## src/include/rcs_pkg.sv

```systemverilog
// What this block does
// - Cause register is read only; software writes never change its flags.
// - A debug forced reset leaves every cause flag cleared.
// - Any write to the cause register address restarts the watchdog; flags unchanged.
// - Power-on reset sets bit 7 and bit 1, all others cleared.
// - Low-voltage reset keeps bit 7, sets bit 1, clears bits 6 to 2.
// - Other resets set pin, watchdog, opcode, address flags per active source.
// - Bit 6 flags a reset from a low level on the external pin.
// - Bit 5 flags a watchdog time-out; a zero time-out select blocks it.
// - Bit 4 flags illegal, unimplemented or privileged-in-user opcodes, except 0x4AFC.
// - Stop is illegal with stop and wait disabled; halt without debug enable.
// - With address reset enabled, address faults reset and set bit 3.
// - With address reset disabled, raise an exception; fault-on-fault halts instead.
// - Bit 2 flags loss of clock, only while clock monitor is enabled.
// - Supply trip with low-voltage reset enabled resets and sets bit 1.
//
// Purpose: Shared constants and carriers of the reset cause logic
// Assumes: 32-bit AXI4-Lite register window, 8-bit address
// Notes:   Constants and struct types only
package rcs_pkg;
  localparam logic [7:0]  ADDR_CAUSE     = 8'h00;
  localparam logic [7:0]  ADDR_CTRL      = 8'h04;
  localparam logic [7:0]  ADDR_EVT       = 8'h08;
  localparam logic [7:0]  ADDR_MASK      = 8'h0C;
  localparam int unsigned BIT_POR        = 7;
  localparam int unsigned BIT_PIN        = 6;
  localparam int unsigned BIT_WDOG       = 5;
  localparam int unsigned BIT_ILLEGAL_OPCODE_FLAG       = 4;
  localparam int unsigned BIT_ILLEGAL_ADDRESS_FLAG       = 3;
  localparam int unsigned BIT_LOC        = 2;
  localparam int unsigned BIT_LV         = 1;
  localparam logic [7:0]  CAUSE_POR      = 8'h82;
  localparam logic [7:0]  CTRL_RESET     = 8'hC6;
  localparam logic [2:0]  EVT_RESET      = 3'h0;
  localparam logic [2:0]  EVT_W          = 3'h3;
  localparam int unsigned EV_RESET       = 0;
  localparam int unsigned EV_EXC         = 1;
  localparam int unsigned EV_HALT        = 2;
  localparam logic [15:0] ILLEGAL_OPCODE = 16'h4AFC;
  localparam logic [1:0]  RESP_OKAY      = 2'h0;
  localparam logic [1:0]  RESP_SLVERR    = 2'h2;

  typedef struct packed {
    logic [1:0] watchdog_timeout_select;
    logic       low_voltage_reset_enable;
    logic       clock_monitor_enable;
    logic       address_reset_disable;
    logic       background_debug_enable;
    logic       wait_enable;
    logic       stop_enable;
  } rcs_ctrl_t;

  typedef struct packed {
    logic        valid;
    logic [15:0] opcode;
    logic        undefined;
    logic        privileged;
    logic        user_mode;
    logic        is_stop;
    logic        is_halt;
  } rcs_instr_t;

  typedef struct packed {
    logic illegal_addr;
    logic addr_error;
    logic rte_format;
    logic fault_on_fault;
  } rcs_fault_t;

  typedef struct packed {
    logic ext_pin_low;
    logic wdog_timeout;
    logic clk_lost;
    logic lv_trip;
    logic debug_force_reset;
  } rcs_det_t;

  typedef struct packed {
    logic lv;
    logic pin;
    logic wdog;
    logic illegal_opcode_flag;
    logic illegal_address_flag;
    logic clock_loss_flag;
    logic dbg;
  } rcs_cause_t;
endpackage

```

## src/core/rcs_top.sv

```systemverilog
// Purpose: Reset cause status with AXI4-Lite access and event interrupt
// Assumes: Detector inputs synchronous to aclk; aresetn is power-on
// Notes:   Register 0x00 cause, 0x04 control, 0x08 events, 0x0C mask
//
// The AXI4-Lite interface to the registers and the register offsets were left to the implementer.
`timescale 1ns/1ps
module rcs_top (
  input  wire logic                aclk,
  input  wire logic                aresetn,
  input  wire logic [7:0]          s_axi_awaddr,
  input  wire logic                s_axi_awvalid,
  output logic                     s_axi_awready,
  input  wire logic [31:0]         s_axi_wdata,
  input  wire logic [3:0]          s_axi_wstrb,
  input  wire logic                s_axi_wvalid,
  output logic                     s_axi_wready,
  output logic [1:0]               s_axi_bresp,
  output logic                     s_axi_bvalid,
  input  wire logic                s_axi_bready,
  input  wire logic [7:0]          s_axi_araddr,
  input  wire logic                s_axi_arvalid,
  output logic                     s_axi_arready,
  output logic [31:0]              s_axi_rdata,
  output logic [1:0]               s_axi_rresp,
  output logic                     s_axi_rvalid,
  input  wire logic                s_axi_rready,
  input  wire rcs_pkg::rcs_det_t   det,
  input  wire rcs_pkg::rcs_instr_t instr,
  input  wire rcs_pkg::rcs_fault_t fault,
  output logic                     mcu_reset_req,
  output logic [2:0]               exception_req,
  output logic                     cpu_halt,
  output logic                     watchdog_service,
  output logic                     irq
);
  function automatic logic hits(input logic [7:0] a, input logic [7:0] off);
    hits = (a[7:2] == off[7:2]);
  endfunction

  rcs_pkg::rcs_ctrl_t  ctrl_r;
  rcs_pkg::rcs_cause_t cause_w;
  logic [7:0]          flags_r;
  logic                fire_w;
  logic [2:0]          evt_r;
  logic [2:0]          evt_nxt;
  logic [2:0]          evt_set_w;
  logic [2:0]          evt_clr_w;
  logic [2:0]          mask_r;
  logic [7:0]          aw_addr_r;
  logic                aw_got_r;
  logic [31:0]         w_data_r;
  logic [3:0]          w_strb_r;
  logic                w_got_r;
  logic                aw_take_w;
  logic                w_take_w;
  logic                wr_do_w;
  logic                ar_take_w;
  logic                wr_map_w;
  logic                rd_map_w;
  logic [31:0]         rd_data_w;
  logic                op_bad_w;
  logic                fault_any_w;
  logic                exc_ok_w;
  logic [2:0]          exc_nxt;
  logic                halt_nxt;

  // Opcode legality
  assign op_bad_w = (instr.undefined & (instr.opcode != rcs_pkg::ILLEGAL_OPCODE))
                  | (instr.privileged & instr.user_mode)
                  | (instr.is_stop & ~ctrl_r.stop_enable & ~ctrl_r.wait_enable)
                  | (instr.is_halt & ~ctrl_r.background_debug_enable);

  assign fault_any_w = fault.illegal_addr | fault.addr_error
                     | fault.rte_format | fault.fault_on_fault;

  // Qualified reset causes
  assign cause_w.lv   = det.lv_trip & ctrl_r.low_voltage_reset_enable;
  assign cause_w.pin  = det.ext_pin_low;
  assign cause_w.wdog = det.wdog_timeout & (ctrl_r.watchdog_timeout_select != 2'h0);
  assign cause_w.illegal_opcode_flag = instr.valid & op_bad_w;
  assign cause_w.illegal_address_flag = fault_any_w & ~ctrl_r.address_reset_disable;
  assign cause_w.clock_loss_flag  = det.clk_lost & ctrl_r.clock_monitor_enable;
  assign cause_w.dbg  = det.debug_force_reset;

  rcs_cause_capture u_capture (
    .aclk    (aclk),
    .aresetn (aresetn),
    .cause   (cause_w),
    .flags_r (flags_r),
    .fire_r  (fire_w)
  );

  // Exceptions in place of resets while address reset is disabled
  assign exc_ok_w = ctrl_r.address_reset_disable & ~(|cause_w);
  assign exc_nxt  = {fault.rte_format, fault.addr_error, fault.illegal_addr}
                  & {3{exc_ok_w & ~fault.fault_on_fault}};
  assign halt_nxt = fire_w ? 1'b0
                  : (cpu_halt | (exc_ok_w & fault.fault_on_fault));

  // AXI write side
  assign aw_take_w = s_axi_awvalid & s_axi_awready;
  assign w_take_w  = s_axi_wvalid & s_axi_wready;
  assign wr_do_w   = aw_got_r & w_got_r & ~s_axi_bvalid;
  assign wr_map_w  = hits(aw_addr_r, rcs_pkg::ADDR_CAUSE) | hits(aw_addr_r, rcs_pkg::ADDR_CTRL)
                   | hits(aw_addr_r, rcs_pkg::ADDR_EVT) | hits(aw_addr_r, rcs_pkg::ADDR_MASK);

  // AXI read side
  assign ar_take_w = s_axi_arvalid & s_axi_arready;
  assign rd_map_w  = hits(s_axi_araddr, rcs_pkg::ADDR_CAUSE) | hits(s_axi_araddr, rcs_pkg::ADDR_CTRL)
                   | hits(s_axi_araddr, rcs_pkg::ADDR_EVT) | hits(s_axi_araddr, rcs_pkg::ADDR_MASK);
  assign rd_data_w = hits(s_axi_araddr, rcs_pkg::ADDR_CAUSE) ? {24'h000000, flags_r}
                   : hits(s_axi_araddr, rcs_pkg::ADDR_CTRL)  ? {24'h000000, ctrl_r}
                   : hits(s_axi_araddr, rcs_pkg::ADDR_EVT)   ? {29'h00000000, evt_r}
                   : hits(s_axi_araddr, rcs_pkg::ADDR_MASK)  ? {29'h00000000, mask_r}
                   : 32'h00000000;

  // Sticky events; a new event wins over the read clear
  assign evt_set_w[rcs_pkg::EV_RESET] = fire_w;
  assign evt_set_w[rcs_pkg::EV_EXC]   = |exc_nxt;
  assign evt_set_w[rcs_pkg::EV_HALT]  = halt_nxt & ~cpu_halt;
  assign evt_clr_w = (ar_take_w & hits(s_axi_araddr, rcs_pkg::ADDR_EVT)) ? 3'h7 : 3'h0;
  assign evt_nxt   = (evt_r & ~evt_clr_w) | evt_set_w;

  always_ff @(posedge aclk) begin
    if (!aresetn) begin
      aw_got_r  <= 1'b0;
      aw_addr_r <= 8'h00;
      s_axi_awready <= 1'b1;
    end else if (aw_take_w) begin
      aw_got_r  <= 1'b1;
      aw_addr_r <= s_axi_awaddr;
      s_axi_awready <= 1'b0;
    end else if (s_axi_bvalid & s_axi_bready) begin
      s_axi_awready <= 1'b1;
    end else if (wr_do_w) begin
      aw_got_r  <= 1'b0;
    end
  end

  always_ff @(posedge aclk) begin
    if (!aresetn) begin
      w_got_r  <= 1'b0;
      w_data_r <= 32'h00000000;
      w_strb_r <= 4'h0;
      s_axi_wready <= 1'b1;
    end else if (w_take_w) begin
      w_got_r  <= 1'b1;
      w_data_r <= s_axi_wdata;
      w_strb_r <= s_axi_wstrb;
      s_axi_wready <= 1'b0;
    end else if (s_axi_bvalid & s_axi_bready) begin
      s_axi_wready <= 1'b1;
    end else if (wr_do_w) begin
      w_got_r  <= 1'b0;
    end
  end

  always_ff @(posedge aclk) begin
    if (!aresetn) begin
      s_axi_bvalid <= 1'b0;
      s_axi_bresp  <= rcs_pkg::RESP_OKAY;
    end else if (wr_do_w) begin
      s_axi_bvalid <= 1'b1;
      s_axi_bresp  <= wr_map_w ? rcs_pkg::RESP_OKAY : rcs_pkg::RESP_SLVERR;
    end else if (s_axi_bready) begin
      s_axi_bvalid <= 1'b0;
    end
  end

  // Writes to the cause address only service the watchdog
  always_ff @(posedge aclk) begin
    if (!aresetn) begin
      watchdog_service <= 1'b0;
    end else begin
      watchdog_service <= wr_do_w & hits(aw_addr_r, rcs_pkg::ADDR_CAUSE);
    end
  end

  always_ff @(posedge aclk) begin
    if (!aresetn) begin
      ctrl_r <= rcs_pkg::CTRL_RESET;
    end else if (wr_do_w & w_strb_r[0] & hits(aw_addr_r, rcs_pkg::ADDR_CTRL)) begin
      ctrl_r <= w_data_r[7:0];
    end
  end

  always_ff @(posedge aclk) begin
    if (!aresetn) begin
      mask_r <= 3'h0;
    end else if (wr_do_w & w_strb_r[0] & hits(aw_addr_r, rcs_pkg::ADDR_MASK)) begin
      mask_r <= w_data_r[2:0];
    end
  end

  always_ff @(posedge aclk) begin
    if (!aresetn) begin
      s_axi_arready <= 1'b1;
      s_axi_rvalid  <= 1'b0;
      s_axi_rdata   <= 32'h00000000;
      s_axi_rresp   <= rcs_pkg::RESP_OKAY;
    end else if (ar_take_w) begin
      s_axi_arready <= 1'b0;
      s_axi_rvalid  <= 1'b1;
      s_axi_rdata   <= rd_data_w;
      s_axi_rresp   <= rd_map_w ? rcs_pkg::RESP_OKAY : rcs_pkg::RESP_SLVERR;
    end else if (s_axi_rvalid & s_axi_rready) begin
      s_axi_arready <= 1'b1;
      s_axi_rvalid  <= 1'b0;
    end
  end

  always_ff @(posedge aclk) begin
    if (!aresetn) begin
      evt_r <= rcs_pkg::EVT_RESET;
      irq   <= 1'b0;
    end else begin
      evt_r <= evt_nxt;
      irq   <= |(evt_nxt & mask_r);
    end
  end

  always_ff @(posedge aclk) begin
    if (!aresetn) begin
      mcu_reset_req <= 1'b0;
      exception_req <= 3'h0;
      cpu_halt      <= 1'b0;
    end else begin
      mcu_reset_req <= fire_w;
      exception_req <= exc_nxt;
      cpu_halt      <= halt_nxt;
    end
  end
endmodule

```

## src/core/rcs_cause_capture.sv

```systemverilog
// Purpose: Holds the reset cause flags and raises reset entry
// Assumes: aresetn is the power-on reset of this logic
// Notes:   Flags load once, on the first cycle any cause is active
`timescale 1ns/1ps
module rcs_cause_capture (
  input  wire logic               aclk,
  input  wire logic               aresetn,
  input  wire rcs_pkg::rcs_cause_t cause,
  output logic [7:0]              flags_r,
  output logic                    fire_r
);
  logic       any_w;
  logic       any_d_r;
  logic       entry_w;
  logic [7:0] flags_nxt;

  assign any_w   = |cause;
  assign entry_w = any_w & ~any_d_r;

  always_comb begin
    flags_nxt = flags_r;
    if (entry_w) begin
      flags_nxt = 8'h00;
      if (cause.lv) begin
        flags_nxt[rcs_pkg::BIT_POR] = flags_r[rcs_pkg::BIT_POR];
        flags_nxt[rcs_pkg::BIT_LV]  = 1'b1;
      end else begin
        flags_nxt[rcs_pkg::BIT_PIN]  = cause.pin;
        flags_nxt[rcs_pkg::BIT_WDOG] = cause.wdog;
        flags_nxt[rcs_pkg::BIT_ILLEGAL_OPCODE_FLAG] = cause.illegal_opcode_flag;
        flags_nxt[rcs_pkg::BIT_ILLEGAL_ADDRESS_FLAG] = cause.illegal_address_flag;
        flags_nxt[rcs_pkg::BIT_LOC]  = cause.clock_loss_flag;
      end
    end
    flags_nxt[0] = 1'b0;
  end

  // Debug force alone sets no bit, so entry clears all flags
  always_ff @(posedge aclk) begin
    if (!aresetn) begin
      flags_r <= rcs_pkg::CAUSE_POR;
      any_d_r <= 1'b0;
      fire_r  <= 1'b0;
    end else begin
      flags_r <= flags_nxt;
      any_d_r <= any_w;
      fire_r  <= entry_w;
    end
  end
endmodule

```

## config.mk

```make
export PLATFORM = sky130hd
export DESIGN_NAME = rcs_top
export DESIGN_NICKNAME = d
export VERILOG_FILES = /design/src/include/rcs_pkg.sv /design/src/core/rcs_top.sv /design/src/core/rcs_cause_capture.sv
export SDC_FILE = /design/constraint.sdc
export NUM_CORES = 1
export LEC_CHECK = 0
export BUFFER_PORTS_ARGS = -buffer_cell sky130_fd_sc_hd__buf_4
export CAP_MARGIN = 30
export CORE_MARGIN = 4
export CORE_UTILIZATION = 45
export DETAILED_ROUTE_END_ITERATION = 10
export GPL_TIMING_DRIVEN = 0
export MAX_ROUTING_LAYER = met4
export PLACE_DENSITY = 0.8
export SETUP_SLACK_MARGIN = 0.2
export SYNTH_ARGS = -nofsm -noshare
export SYNTH_HDL_FRONTEND = slang
export SYNTH_SLANG_ARGS = --single-unit
export TNS_END_PERCENT = 30
```

## constraint.sdc

```tcl
create_clock -name aclk -period 2.3 [get_ports aclk]
set_clock_uncertainty 0.05 [all_clocks]
set_input_delay 0.46 -clock aclk [delete_from_list [all_inputs] [get_ports aclk]]
set_output_delay 0.46 -clock aclk [all_outputs]
set_load 0.02 [all_outputs]
```

==> impl_metrics.tcl <==
set metrics [dict create \
    hpwlAfterDp_um 5060 \
    timing.final.crit_period_ns 1.88 \
    synth.cell_area_mm2 0.00269 \
    post_cts_resize_count 0 \
    num_rows 27 \
    hold_path_end "exception_req[1]$_SDFF_PN0_" \
    run_status "complete, no violations" \
    ff_latch_area_mm2 0.00124 \
    path_max_fanout 8 \
    final_setup_viols 0 \
    ioPinCount 138 \
    nets 501 \
    syn_inst 296 \
    yosys_most_used_dff "sky130_fd_sc_hd__dfxtp_1" \
    ys_warn_count 0 \
    numClockSinks 62 \
    route.detailed.drc 0 \
    post_cts_hold_buffer_count 0 \
    die_height_um 85.3 \
    min_delay_path_depth 2 \
    cts_post_setup_buffers_inserted 0 \
    floorplan.initialDensity 0.476 \
    postSynthRegisterBits 62 \
    initial_antenna_violation_count 0 \
    core_area_mm2 0.00564 \
    worst_setup_path_start_kind "flip-flop" \
    finalWeightedCongestion 0.824 \
    setup_repair_after_global_routing_missed_its_margin "no" \
    post_drt_antenna_nets 0 \
    grt_overflow 0 \
    post-place-cells 472 \
    grt_pass1_vias 2380 \
    relSlewSlack 0.513 \
    totalWireLength_um 6550 \
    timing.fmax_mhz 532 \
    grtUsageTotal 0.189 \
    antenna_cells_inserted 0 \
    setup.reg_to_reg.worst_slack_ns 0.42 \
    tritoncts.num_buffers 9 \
    timing_worst_slew_pin_value_ns 0.724 \
    yosys-top-cells-area "sky130_fd_sc_hd__dfxtp_1, sky130_fd_sc_hd__buf_4, sky130_fd_sc_hd__nand2_1" \
    grt_pass1_wl_um 10600 \
    vdd_drop_max_uv 326 \
    mapped_avg_cell_area_um2 9.08 \
    finalNonFillerCells 487 \
    detail_route.vias_per_cell 4.99 \
    buffer_ports.inserted 79 \
    hold_start "fault[2]" \
    power_density_mw_per_mm2 627 \
    timing.setup.critical_path_class "reg2reg" \
    final-hold-violation-count 0 \
    arrival_time_at_the_worst_endpoint_ns 2.04 \
    timing.rr.start "s_axi_bvalid$_SDFFE_PN0P_" \
    layout.filler_cells 501 \
    finalPower_mw 2.28 \
    drt-pass1-iter-count 4 \
    routed_len_inst_um 13.4 \
    drive_gt1_frac 0.313 \
    timing.max_cap.violations 0 \
    synth_seq_area_share 0.462 \
    cts_tree "done" \
    die_area_mm2 0.00727 \
    synth_async_sr_flop_share 0 \
    timing_max_transition_violations_final 0 \
    syn_to_final_growth_pct 35.1 \
    yosysUniqueCellTypes 45 \
    drt-initial-drc-count 128 \
    clk_latency_ns 0.34 \
    r2r.worst_path.cells 5 \
    hold_path.class "in2reg" \
    grt_start_max_net_pins 11 \
    synth_edf_count 0 \
    crit_path_end_kind "flip-flop" \
    route.vias.total 2432 \
    root_buffer "sky130_fd_sc_hd__clkbuf_8" \
    fin_setup_tns_ns 0 \
    final_cell_mix "sky130_fd_sc_hd__buf_4, sky130_fd_sc_hd__dfxtp_1, sky130_fd_sc_hd__nand2_1" \
    worst_path_required_time_ns 2.46 \
    post-synth-top-area-fraction 0.462 \
    cts_max_path_buffers 2 \
    leakage_nw 1.65 \
    synth_largest_area_cell "sky130_fd_sc_hd__dfxtp_1" \
    clkSlewWorstSetupHoldPaths_ns 0.06 \
    area_taken_by_multi_input_logic_gates_mm2 0.00129 \
    finalCritPeriodShare 0.817 \
    htreeDepth 3 \
    die_width_um 85.3 \
    r2r-end "ctrl_r[2]$_SDFFE_PN1P_" \
    layout.cells.most_common "sky130_fd_sc_hd__buf_4" \
]
## critical path, cell delays in order, from the launching register on
cell                       delay [ns]
sky130_fd_sc_hd__dfxtp_1         0.35
sky130_fd_sc_hd__nand3b_1        0.26
sky130_fd_sc_hd__nand2b_1        0.27
sky130_fd_sc_hd__nor3_4          0.49
sky130_fd_sc_hd__mux2i_1         0.27
sky130_fd_sc_hd__nand2_1         0.07
## worst max path at each step
stage | end | startpoint | slack [ns] | cells after the start
after floorplan | exception_req[0]$_SDFF_PN0_ | instr[18] | 0.34 | 5
after global placement | u_capture.flags_r[6]$_SDFFE_PN0P_ | instr[18] | 0.12 | 6
after detailed placement | u_capture.flags_r[1]$_SDFFE_PN1P_ | instr[18] | 0.09 | 6
after CTS | ctrl_r[2]$_SDFFE_PN1P_ | s_axi_bvalid$_SDFFE_PN0P_ | 0.39 | 5
after global routing | ctrl_r[2]$_SDFFE_PN1P_ | s_axi_bvalid$_SDFFE_PN0P_ | 0.25 | 5
final | ctrl_r[2]$_SDFFE_PN1P_ | s_axi_bvalid$_SDFFE_PN0P_ | 0.42 | 5
## cells by family (layout without fill, tap and decap cells)
| group | count (synthesis) | count (layout) | synth area share |
|---|---|---|---|
| AO/OA/AOI/OAI | 57 | 57 | 0.136 |
| flip-flops | 62 | 62 | 0.462 |
| AND/OR/NAND/NOR | 115 | 115 | 0.218 |
| multiplexers | 21 | 21 | 0.0903 |
| buffers and inverters | 40 | 134 | 0.0922 |
| other | 1 | 26 | 0.00140 |
## synth_stat cells, drive strengths merged (3+ instances only)
| cell type | count |
|---|---|
| a21oi | 30 |
| mux2i | 13 |
| clkbuf | 8 |
| and3 | 8 |
| and2 | 5 |
| dfxtp | 62 |
| or3 | 3 |
| nor2 | 23 |
| inv | 4 |
| buf | 28 |
| nand2b | 4 |
| o21ai | 8 |
| nand2 | 50 |
| mux2 | 6 |
| a32o | 3 |
| a22oi | 6 |
| nor4 | 4 |
| nor3 | 3 |
## through the flow
stage          worst slack (ns)   util  cell area [um^2]  hold slack, ns
6_report                  0.420  0.644              3630           0.303
5_1_grt                   0.249  0.644              3630           0.298
4_1_cts                   0.389  0.644              3630           0.291
3_5_place_dp             0.0855  0.614              3460           0.388
3_3_place_gp              0.118  0.614              3460           0.385
2_1_floorplan             0.344      -              2780           0.376
## flip-flops by register name, indices dropped and copies added (netlist names), 3 cells and up
signal,count
ctrl_r,8
s_axi_rdata,8
w_data_r,8
u_capture.flags_r,7
aw_addr_r,6
evt_r,3
exception_req,3
mask_r,3
## layout make-up
class,instances,area share
Clock buffer,14,0.0448
Clock inverter,1,0.00138
Inverter,4,0.00413
Sequential cell,62,0.342
Timing Repair Buffer,79,0.163
Multi-Input combinational cell,219,0.356
Tap cell,72,0.0248
Buffer,36,0.0641
## power breakdown
part	total, mW	switching (mW)	leakage [nW]	internal (mW)
Sequential	1.14	0.0272	0.507	1.12
Clock	0.818	0.375	0.0865	0.443
Combinational	0.317	0.162	1.06	0.155
## layer usage
layer,global-route usage,vias to the layer above,part of all wire
li1,-,1213,-
met2,0.321,97,0.48
met3,0.0699,12,0.11
met1,0.203,1110,0.39
met5,-,-,0
met4,0.0633,0,0.015
No activity file was read; power rests on OpenSTA's default activity.
